--- config.mk ---
export PLATFORM = sky130hd
export DESIGN_NAME = lsc_light_strobe
export DESIGN_NICKNAME = d
export VERILOG_FILES = /design/src/lsc_pkg.sv /design/src/lsc_light_strobe.sv
export VERILOG_INCLUDE_DIRS = /design/src /design/src/src
export SDC_FILE = /design/constraint.sdc
export NUM_CORES = 2
export LEC_CHECK = 0
export BUFFER_PORTS_ARGS = -buffer_cell sky130_fd_sc_hd__buf_2
export CAP_MARGIN = 20
export CORE_MARGIN = 2
export CORE_UTILIZATION = 55
export DETAILED_ROUTE_END_ITERATION = 10
export PLACE_DENSITY = 0.81
export SYNTH_ARGS = -nofsm -noshare
export SYNTH_HDL_FRONTEND = slang
export SYNTH_SLANG_ARGS = --single-unit
--- constraint.sdc ---
create_clock -name clk_sys -period 3.4 [get_ports clk_sys]
set_input_delay 0 -clock clk_sys [delete_from_list [all_inputs] [get_ports clk_sys]]
set_output_delay 0 -clock clk_sys [all_outputs]
set_load 0.02 [all_outputs]
--- src/lsc_defs.svh ---
`ifndef LSC_DEFS_SVH
`define LSC_DEFS_SVH
// register byte offsets
`define LSC_A_CHSEL    6'h00
`define LSC_A_ORIGIN   6'h04
`define LSC_A_AMP      6'h08
`define LSC_A_VOLT     6'h0c
`define LSC_A_PCT      6'h10
`define LSC_A_LEAD     6'h14
`define LSC_A_WIDTH    6'h18
`define LSC_A_HOLD     6'h1c
`define LSC_A_TRIG     6'h20
`define LSC_A_STATIC   6'h24
`define LSC_A_PINSEL   6'h28
`define LSC_A_PINORG   6'h2c
`define LSC_A_STATUS   6'h30
// drive origin kinds
`define LSC_SRC_LINE   2'h0
`define LSC_SRC_TIMER  2'h1
`define LSC_SRC_CNT    2'h2
`define LSC_SRC_USER   2'h3
// trigger edge kinds
`define LSC_EDGE_RISE  2'h0
`define LSC_EDGE_FALL  2'h1
`define LSC_EDGE_ANY   2'h2
`define LSC_EDGE_HIGH  2'h3
// full brightness, pin-off code and response codes
`define LSC_PCT_FULL   16'h0064
`define LSC_PIN_OFF    2'h3
`define LSC_RESP_OK    2'h0
`define LSC_RESP_ERR   2'h2
`endif

--- src/lsc_pkg.sv ---
package lsc_pkg;
  // one-hot timed pulse states
  typedef enum logic [3:0] {
    LSC_IDLE  = 4'h1,
    LSC_LEAD  = 4'h2,
    LSC_PULSE = 4'h4,
    LSC_HOLD  = 4'h8
  } lsc_state_t;
  // per-channel settings
  typedef struct packed {
    logic [3:0]  origin;     // [1:0] kind, [3:2] index
    logic [31:0] ampLimit;   // current rating, milliamperes
    logic [31:0] voltLimit;  // voltage rating, millivolts
    logic [15:0] pct;        // brightness percent
    logic [31:0] lead;       // delay before pulse, cycles
    logic [31:0] width;      // pulse width, cycles
    logic [31:0] holdoff;    // re-arm hold-off, cycles
    logic [3:0]  trig;       // [1:0] line index, [3:2] edge kind
  } lsc_chan_t;
endpackage

--- src/lsc_light_strobe.sv ---
`timescale 1ns/1ps
`include "lsc_defs.svh"
module lsc_light_strobe (
  // clock and reset
  input  wire logic        clk_sys,
  input  wire logic        arst_n,
  // axi4-lite write
  input  wire logic [5:0]  s_axi_awaddr,
  input  wire logic        s_axi_awvalid,
  output logic             s_axi_awready,
  input  wire logic [31:0] s_axi_wdata,
  input  wire logic [3:0]  s_axi_wstrb,
  input  wire logic        s_axi_wvalid,
  output logic             s_axi_wready,
  output logic [1:0]       s_axi_bresp,
  output logic             s_axi_bvalid,
  input  wire logic        s_axi_bready,
  // axi4-lite read
  input  wire logic [5:0]  s_axi_araddr,
  input  wire logic        s_axi_arvalid,
  output logic             s_axi_arready,
  output logic [31:0]      s_axi_rdata,
  output logic [1:0]       s_axi_rresp,
  output logic             s_axi_rvalid,
  input  wire logic        s_axi_rready,
  // input lines and counter outputs
  input  wire logic [3:0]  lineIn,
  input  wire logic [3:0]  counterIn,
  // light side
  output logic [3:0]       pinOut,
  output logic [2:0]       overdrive
);
  // ************************************************************
  // register file
  // ************************************************************
  lsc_pkg::lsc_chan_t cfg [3];       // per-channel settings
  logic [1:0]  chSel;                // selected channel
  logic [3:0]  staticBits;           // user output bits
  logic [1:0]  pinSel;               // selected output pin
  logic [1:0]  pinOrigin [4];        // channel routed to each pin
  logic [5:0]  awAddr;               // held write address
  logic [31:0] wData;                // held write data
  logic        awHeld;               // address captured
  logic        wHeld;                // data captured
  logic [2:0]  srcBit;               // selected source per channel
  logic [2:0]  timerActive;          // timed pulse on per channel
  logic [2:0]  lampQ;                // modulated drive per channel
  logic [3:0]  lineMeta;             // first sync stage
  logic [3:0]  lineSync;             // second sync stage
  logic [6:0]  pwmCnt;               // internal modulation phase
  logic        doWrite;              // both halves present
  // map an address to a known register
  function automatic logic isMapped(input logic [5:0] a);
    isMapped = (a[1:0] == 2'h0) && (a <= `LSC_A_STATUS);
  endfunction
  // lines come from pins, two flops before use
  always_ff @(posedge clk_sys or negedge arst_n) begin
    if (!arst_n) begin
      lineMeta <= 4'h0;
      lineSync <= 4'h0;
    end else begin
      lineMeta <= lineIn;
      lineSync <= lineMeta;
    end
  end
  assign doWrite = awHeld && wHeld && !s_axi_bvalid;
  // write address and data captured in either order
  always_ff @(posedge clk_sys or negedge arst_n) begin
    if (!arst_n) begin
      awHeld <= 1'b0;
      wHeld  <= 1'b0;
      awAddr <= 6'h00;
      wData  <= 32'h0;
      s_axi_awready <= 1'b1;
      s_axi_wready  <= 1'b1;
      s_axi_bvalid  <= 1'b0;
      s_axi_bresp   <= `LSC_RESP_OK;
    end else begin
      if (s_axi_awvalid && s_axi_awready) begin
        awHeld <= 1'b1;
        awAddr <= s_axi_awaddr;
        s_axi_awready <= 1'b0;
      end
      if (s_axi_wvalid && s_axi_wready) begin
        wHeld <= 1'b1;
        wData <= s_axi_wdata;
        s_axi_wready <= 1'b0;
      end
      if (doWrite) begin
        s_axi_bvalid <= 1'b1;
        s_axi_bresp  <= isMapped(awAddr) ? `LSC_RESP_OK : `LSC_RESP_ERR;
        awHeld <= 1'b0;
        wHeld  <= 1'b0;
      end else if (s_axi_bvalid && s_axi_bready) begin
        // response taken, open for the next write
        s_axi_bvalid  <= 1'b0;
        s_axi_awready <= 1'b1;
        s_axi_wready  <= 1'b1;
      end
    end
  end
  // register writes, settings land in the selected channel
  always_ff @(posedge clk_sys or negedge arst_n) begin
    if (!arst_n) begin
      chSel      <= 2'h0;
      staticBits <= 4'h0;
      pinSel     <= 2'h0;
      for (int i = 0; i < 3; i++) begin
        cfg[i] <= '0;
      end
      for (int p = 0; p < 4; p++) begin
        pinOrigin[p] <= (p == 3) ? 2'h0 : `LSC_PIN_OFF;
      end
    end else if (doWrite) begin
      case (awAddr)
        `LSC_A_CHSEL:  if (wData[1:0] != 2'h3) chSel <= wData[1:0];
        `LSC_A_ORIGIN: cfg[chSel].origin    <= wData[3:0];
        `LSC_A_AMP:    cfg[chSel].ampLimit  <= wData;
        `LSC_A_VOLT:   cfg[chSel].voltLimit <= wData;
        `LSC_A_PCT:    cfg[chSel].pct       <= wData[15:0];
        `LSC_A_LEAD:   cfg[chSel].lead      <= wData;
        `LSC_A_WIDTH:  cfg[chSel].width     <= wData;
        `LSC_A_HOLD:   cfg[chSel].holdoff   <= wData;
        `LSC_A_TRIG:   cfg[chSel].trig      <= wData[3:0];
        `LSC_A_STATIC: staticBits <= wData[3:0];
        `LSC_A_PINSEL: pinSel     <= wData[1:0];
        // hard-wired pin keeps its fixed routing
        `LSC_A_PINORG: if (pinSel != 2'h3) pinOrigin[pinSel] <= wData[1:0];
        default: ;
      endcase
    end
  end
  // read channel, answer one cycle after address taken
  always_ff @(posedge clk_sys or negedge arst_n) begin
    if (!arst_n) begin
      s_axi_arready <= 1'b1;
      s_axi_rvalid  <= 1'b0;
      s_axi_rdata   <= 32'h0;
      s_axi_rresp   <= `LSC_RESP_OK;
    end else if (s_axi_arvalid && s_axi_arready) begin
      s_axi_arready <= 1'b0;
      s_axi_rvalid  <= 1'b1;
      s_axi_rresp   <= isMapped(s_axi_araddr) ? `LSC_RESP_OK : `LSC_RESP_ERR;
      case (s_axi_araddr)
        `LSC_A_CHSEL:  s_axi_rdata <= {30'h0, chSel};
        `LSC_A_ORIGIN: s_axi_rdata <= {28'h0, cfg[chSel].origin};
        `LSC_A_AMP:    s_axi_rdata <= cfg[chSel].ampLimit;
        `LSC_A_VOLT:   s_axi_rdata <= cfg[chSel].voltLimit;
        `LSC_A_PCT:    s_axi_rdata <= {16'h0, cfg[chSel].pct};
        `LSC_A_LEAD:   s_axi_rdata <= cfg[chSel].lead;
        `LSC_A_WIDTH:  s_axi_rdata <= cfg[chSel].width;
        `LSC_A_HOLD:   s_axi_rdata <= cfg[chSel].holdoff;
        `LSC_A_TRIG:   s_axi_rdata <= {28'h0, cfg[chSel].trig};
        `LSC_A_STATIC: s_axi_rdata <= {28'h0, staticBits};
        `LSC_A_PINSEL: s_axi_rdata <= {30'h0, pinSel};
        `LSC_A_PINORG: s_axi_rdata <= {30'h0, pinOrigin[pinSel]};
        `LSC_A_STATUS: s_axi_rdata <= {24'h0, 1'b0, timerActive, 1'b0, lampQ};
        default:       s_axi_rdata <= 32'h0;
      endcase
    end else if (s_axi_rvalid && s_axi_rready) begin
      s_axi_rvalid  <= 1'b0;
      s_axi_arready <= 1'b1;
    end
  end

  // ************************************************************
  // internal modulation, hidden from software
  // ************************************************************
  // free-running phase 0..99
  always_ff @(posedge clk_sys or negedge arst_n) begin
    if (!arst_n) begin
      pwmCnt <= 7'h00;
    end else begin
      pwmCnt <= (pwmCnt == 7'h63) ? 7'h00 : pwmCnt + 7'h01;
    end
  end

  // ************************************************************
  // channels
  // ************************************************************
  for (genvar c = 0; c < 3; c++) begin : gChan
    lsc_pkg::lsc_state_t state;        // timed pulse state
    logic [31:0]         cnt;          // phase counter
    logic                trigPrev;     // last trigger level
    logic                trigLvl;      // selected trigger line
    logic                fire;         // trigger condition met
    logic [1:0]          kind;         // source kind
    logic [1:0]          idx;          // source index
    logic [15:0]         effPct;       // brightness actually applied

    assign kind    = cfg[c].origin[1:0];
    assign idx     = cfg[c].origin[3:2];
    assign trigLvl = lineSync[cfg[c].trig[1:0]];
    // source selection
    always_comb begin
      case (kind)
        `LSC_SRC_LINE:  srcBit[c] = lineSync[idx];
        `LSC_SRC_TIMER: srcBit[c] = timerActive[(idx == 2'h3) ? 2'h0 : idx];
        `LSC_SRC_CNT:   srcBit[c] = counterIn[idx];
        default:        srcBit[c] = staticBits[idx];
      endcase
    end
    // trigger edge decode
    always_comb begin
      case (cfg[c].trig[3:2])
        `LSC_EDGE_RISE: fire = trigLvl && !trigPrev;
        `LSC_EDGE_FALL: fire = !trigLvl && trigPrev;
        `LSC_EDGE_ANY:  fire = trigLvl != trigPrev;
        default:        fire = trigLvl;
      endcase
    end
    // overdrive kept only for timer-sourced drive
    assign effPct = (kind == `LSC_SRC_TIMER || cfg[c].pct <= `LSC_PCT_FULL) ?
                    cfg[c].pct : `LSC_PCT_FULL;

    // timed pulse sequencer
    always_ff @(posedge clk_sys or negedge arst_n) begin
      if (!arst_n) begin
        state    <= lsc_pkg::LSC_IDLE;
        cnt      <= 32'h1;
        trigPrev <= 1'b0;
      end else begin
        trigPrev <= trigLvl;
        case (state)
          lsc_pkg::LSC_IDLE: begin
            cnt <= 32'h1;
            if (fire) begin
              state <= (cfg[c].lead == 32'h0) ? lsc_pkg::LSC_PULSE : lsc_pkg::LSC_LEAD;
            end
          end
          lsc_pkg::LSC_LEAD: begin
            if (cnt >= cfg[c].lead) begin
              state <= lsc_pkg::LSC_PULSE;
              cnt   <= 32'h1;
            end else begin
              cnt <= cnt + 32'h1;
            end
          end
          lsc_pkg::LSC_PULSE: begin
            if (cnt >= cfg[c].width) begin
              state <= lsc_pkg::LSC_HOLD;
              cnt   <= 32'h1;
            end else begin
              cnt <= cnt + 32'h1;
            end
          end
          lsc_pkg::LSC_HOLD: begin
            // triggers ignored until hold-off ends
            if (cnt >= cfg[c].holdoff) begin
              state <= lsc_pkg::LSC_IDLE;
            end else begin
              cnt <= cnt + 32'h1;
            end
          end
          default: state <= lsc_pkg::LSC_IDLE;
        endcase
      end
    end

    assign timerActive[c] = (state == lsc_pkg::LSC_PULSE);

    // drive level: off when source idle, else modulated
    always_ff @(posedge clk_sys or negedge arst_n) begin
      if (!arst_n) begin
        lampQ[c]     <= 1'b0;
        overdrive[c] <= 1'b0;
      end else begin
        lampQ[c] <= srcBit[c] && (effPct >= `LSC_PCT_FULL || {9'h0, pwmCnt} < effPct);
        overdrive[c] <= srcBit[c] && (effPct > `LSC_PCT_FULL);
      end
    end

  end

  // ************************************************************
  // output pin routing
  // ************************************************************
  // each pin takes the modulated drive of its routed channel
  always_ff @(posedge clk_sys or negedge arst_n) begin
    if (!arst_n) begin
      pinOut <= 4'h0;
    end else begin
      for (int p = 0; p < 4; p++) begin
        pinOut[p] <= (pinOrigin[p] == `LSC_PIN_OFF) ? 1'b0 : lampQ[pinOrigin[p]];
      end
    end
  end
endmodule // lsc_light_strobe

==> flow_summary_export.csv <==
group,metric,value,unit
layout,instances_no_fill,5857,
synth,synthDistinctLibCells,88,
critical_path,cp_max_fo,34,
synth,seq_area_frac_synth,0.443,
layout,fillers,6234,
synth,syn_inst,4563,
placement,detailedPlace.worstSlack,-0.0926,ns
global_routing,gr-usage-met3,0.0955,
cts,clk_path_buf_depth,3,
global_routing,grt_pass1_wl,225,mm
routing,wl,149,mm
routing,drt_pass1_iterations,8,
cts,htreeDepth,3,
pwr,p_leak,23.4,nW
global_routing,gr-max-usage-layer,"met2",
global_routing,groute.layer.met2.usage,0.550,
die,die-area,0.0828,sq mm
die,ios,111,
sta,fmax,297,MHz
layout,drive_gt1_frac,0.175,
sta,min_period_over_period,0.990,
routing,ant_nets,0,
routing,wl_per_cell,25.4,microns
placement,place_area,0.0469,sq mm
cts,cts_buffers,81,
pwr,power,31.5,mW
synth,syn_area_per_cell,9.70,sq um
synth,syn_area,0.0443,sq mm
die,core-area,0.0802,sq mm
die,start_util,0.552,
cts,ctsRootBufferMaster,"clkbuf_16",
die,dieWidth,288,microns
sta,tightest_slew,1.17,ns
synth,synth_edf_count,0,
sta,period_needed,3.37,ns
global_routing,track_usage,0.359,
die,die-height,288,microns
placement,place.gp.congestion,1.02,
sta,whs,0.0151,ns
sta,hold_viol,0,
critical_path,startpoint_type,"flip-flop",
placement,port_buffers,104,
global_routing,grt_max_degree,100,
cts,clk_latency,0.65,ns
global_routing,antenna_found_initial,5,
critical_path,critical_path_class,"flip-flop to flip-flop",
layout,syn2layout_area_growth,13.8,%
layout,layout_common_cells,"766 x dfrtp_1, 461 x nand2_1, 440 x o21ai_0",
cts,numClockSinks,783,
global_routing,grt_pass1_vias,37300,
die,row_count,104,
routing,drc_errors,0,
routing,vias,37700,
pwr,power_density,625,mW/mm^2
synth,synth_async_sr_flop_share,1.00,
global_routing,grt_use_met1,0.444,
sta,worst_slack,0.0345,ns
layout,post-route-util,0.629,
placement,dp_hpwl,106,mm
run,maxCapViolCount,0,
placement,place_inst,5649,
routing,drt_iter0_markers,4550,
sta,final.setup_skew,0.0233,ns
sta,setup_viol,0,
critical_path,cp-end-kind,"flip-flop",
worst_hold_path,hold_path_class,"input pin to flip-flop",
cts,cts_tree,"done",
pwr,ir_worst_vdd,0.530,mV
sta,final.setup.tns,0,ns
synth,synth_seq_cells,783,
synth,synth_flop_cell,"dfrtp_1",
status,status,"finished, final reports clean",
cts,clkTransAtPathRegs,0.06,ns
layout,fin_nets,5110,
layout,layout.cells.most_common,"dfrtp_1",
critical_path,arrival,3.87,ns
critical_path,r2r_slack,0.03,ns
critical_path,worstPathRequired,3.91,ns
routing,viasPerCell,6.44,
synth,yosysWarnings,0,
layout,design_area,0.0504,sq mm
global_routing,overflow,0,
sta,maxSlewHeadroom,0.220,
sta,drv_slew,0,
synthesized netlist by cell type (all sizes together), types with 11 or more instances:
library cell | instances | area [sq um]
inv | 331 | 1240
nor3 | 58 | 320
ha | 316 | 3950
nand4 | 49 | 307
nor4 | 48 | 300
or2 | 11 | 68.8
clkbuf | 185 | 694
o21ai | 466 | 2330
nand2 | 468 | 1760
a22o | 15 | 131
o31ai | 23 | 173
dfstp | 15 | 394
and2 | 16 | 100
xor2 | 14 | 123
nand2b | 23 | 144
dfrtp | 768 | 19200
mux2i | 191 | 1910
mux4 | 19 | 428
o22ai | 101 | 632
a21o | 40 | 300
or3 | 19 | 119
a21oi | 281 | 1420
mux2 | 354 | 3990
buf | 78 | 362
o211ai | 16 | 125
and3 | 41 | 257
a211oi | 39 | 298
and4 | 20 | 175
nor2 | 312 | 1180
nand3 | 78 | 390
nor2b | 27 | 169
worst max-delay path, stage by stage (launching register included):
cell      delay [ns]
dfrtp_4         0.82
buf_12          0.35
mux2i_1         0.72
o221ai_1        0.28
nand3_1         0.15
o21ai_0         0.14
a21oi_1         0.59
o21ai_0         0.15
final timing paths:
check / cells after the start / end / from
hold reg to reg: 0 / lineSync[1] / lineMeta[1]
setup / recovery: 7 / s_axi_rdata[30] / chSel[1]
hold / removal: 2 / lineMeta[2] / lineIn[2]
min in group asynchronous: 2 / wData[6] / arst_n
max in group asynchronous: 3 / cfg[22] / arst_n
setup reg to reg: 7 / s_axi_rdata[30] / chSel[1]
cell families (layout without fill, tap and decap cells):
logic type / count (synthesis) / count (layout) / share of synthesized area
compound gates: 1086 / 1086 / 0.143
xor+xnor: 17 / 17 / 0.00336
fa+ha+maj: 316 / 316 / 0.0893
buf+inv: 594 / 826 / 0.0519
flops: 783 / 783 / 0.443
mux: 564 / 564 / 0.143
other cells: 1 / 3 / 0.0000847
simple gates: 1202 / 1202 / 0.126
sequential cells by signal (all words and copies together) (netlist names), 6 cells and up:
name / flops
wData: 32
awAddr: 6
pwmCnt: 7
s_axi_rdata: 32
gChan.cnt: 96
pinOrigin: 8
gChan.state: 12
cfg: 552
report_power, final:
group	internal [mW]	switching, mW
logic	3.46	5.66
clock network	5.70	3.95
registers	10.2	2.48
total	19.4	12.1
layer usage:
layer / wire (microns) / vias to the layer above
met5: 46 / -
met4: 12400 / 2
met3: 16100 / 627
met2: 65700 / 2234
met1: 54600 / 18300
li1: - / 16500
layout make-up:
cell class                      instances  area, sq um  area share
Antenna cell                            1         2.50   0.0000497
Clock buffer                          113         2320      0.0460
Clock inverter                         35          541      0.0107
Inverter                              331         1240      0.0247
Multi-Input combinational cell       3187        22500       0.446
Sequential cell                       783        19600       0.389
Tap cell                             1060         1330      0.0263
Timing Repair Buffer                  347         2850      0.0566
repair_timing:
item	CTS	global route
pin swaps	0	3
gates resized for setup	3	11
setup endpoints to repair	60	65
setup buffers	0	4
hold buffers	55	0
endpoints found under the hold margin	140	0
(Power assumes the default switching activity.)
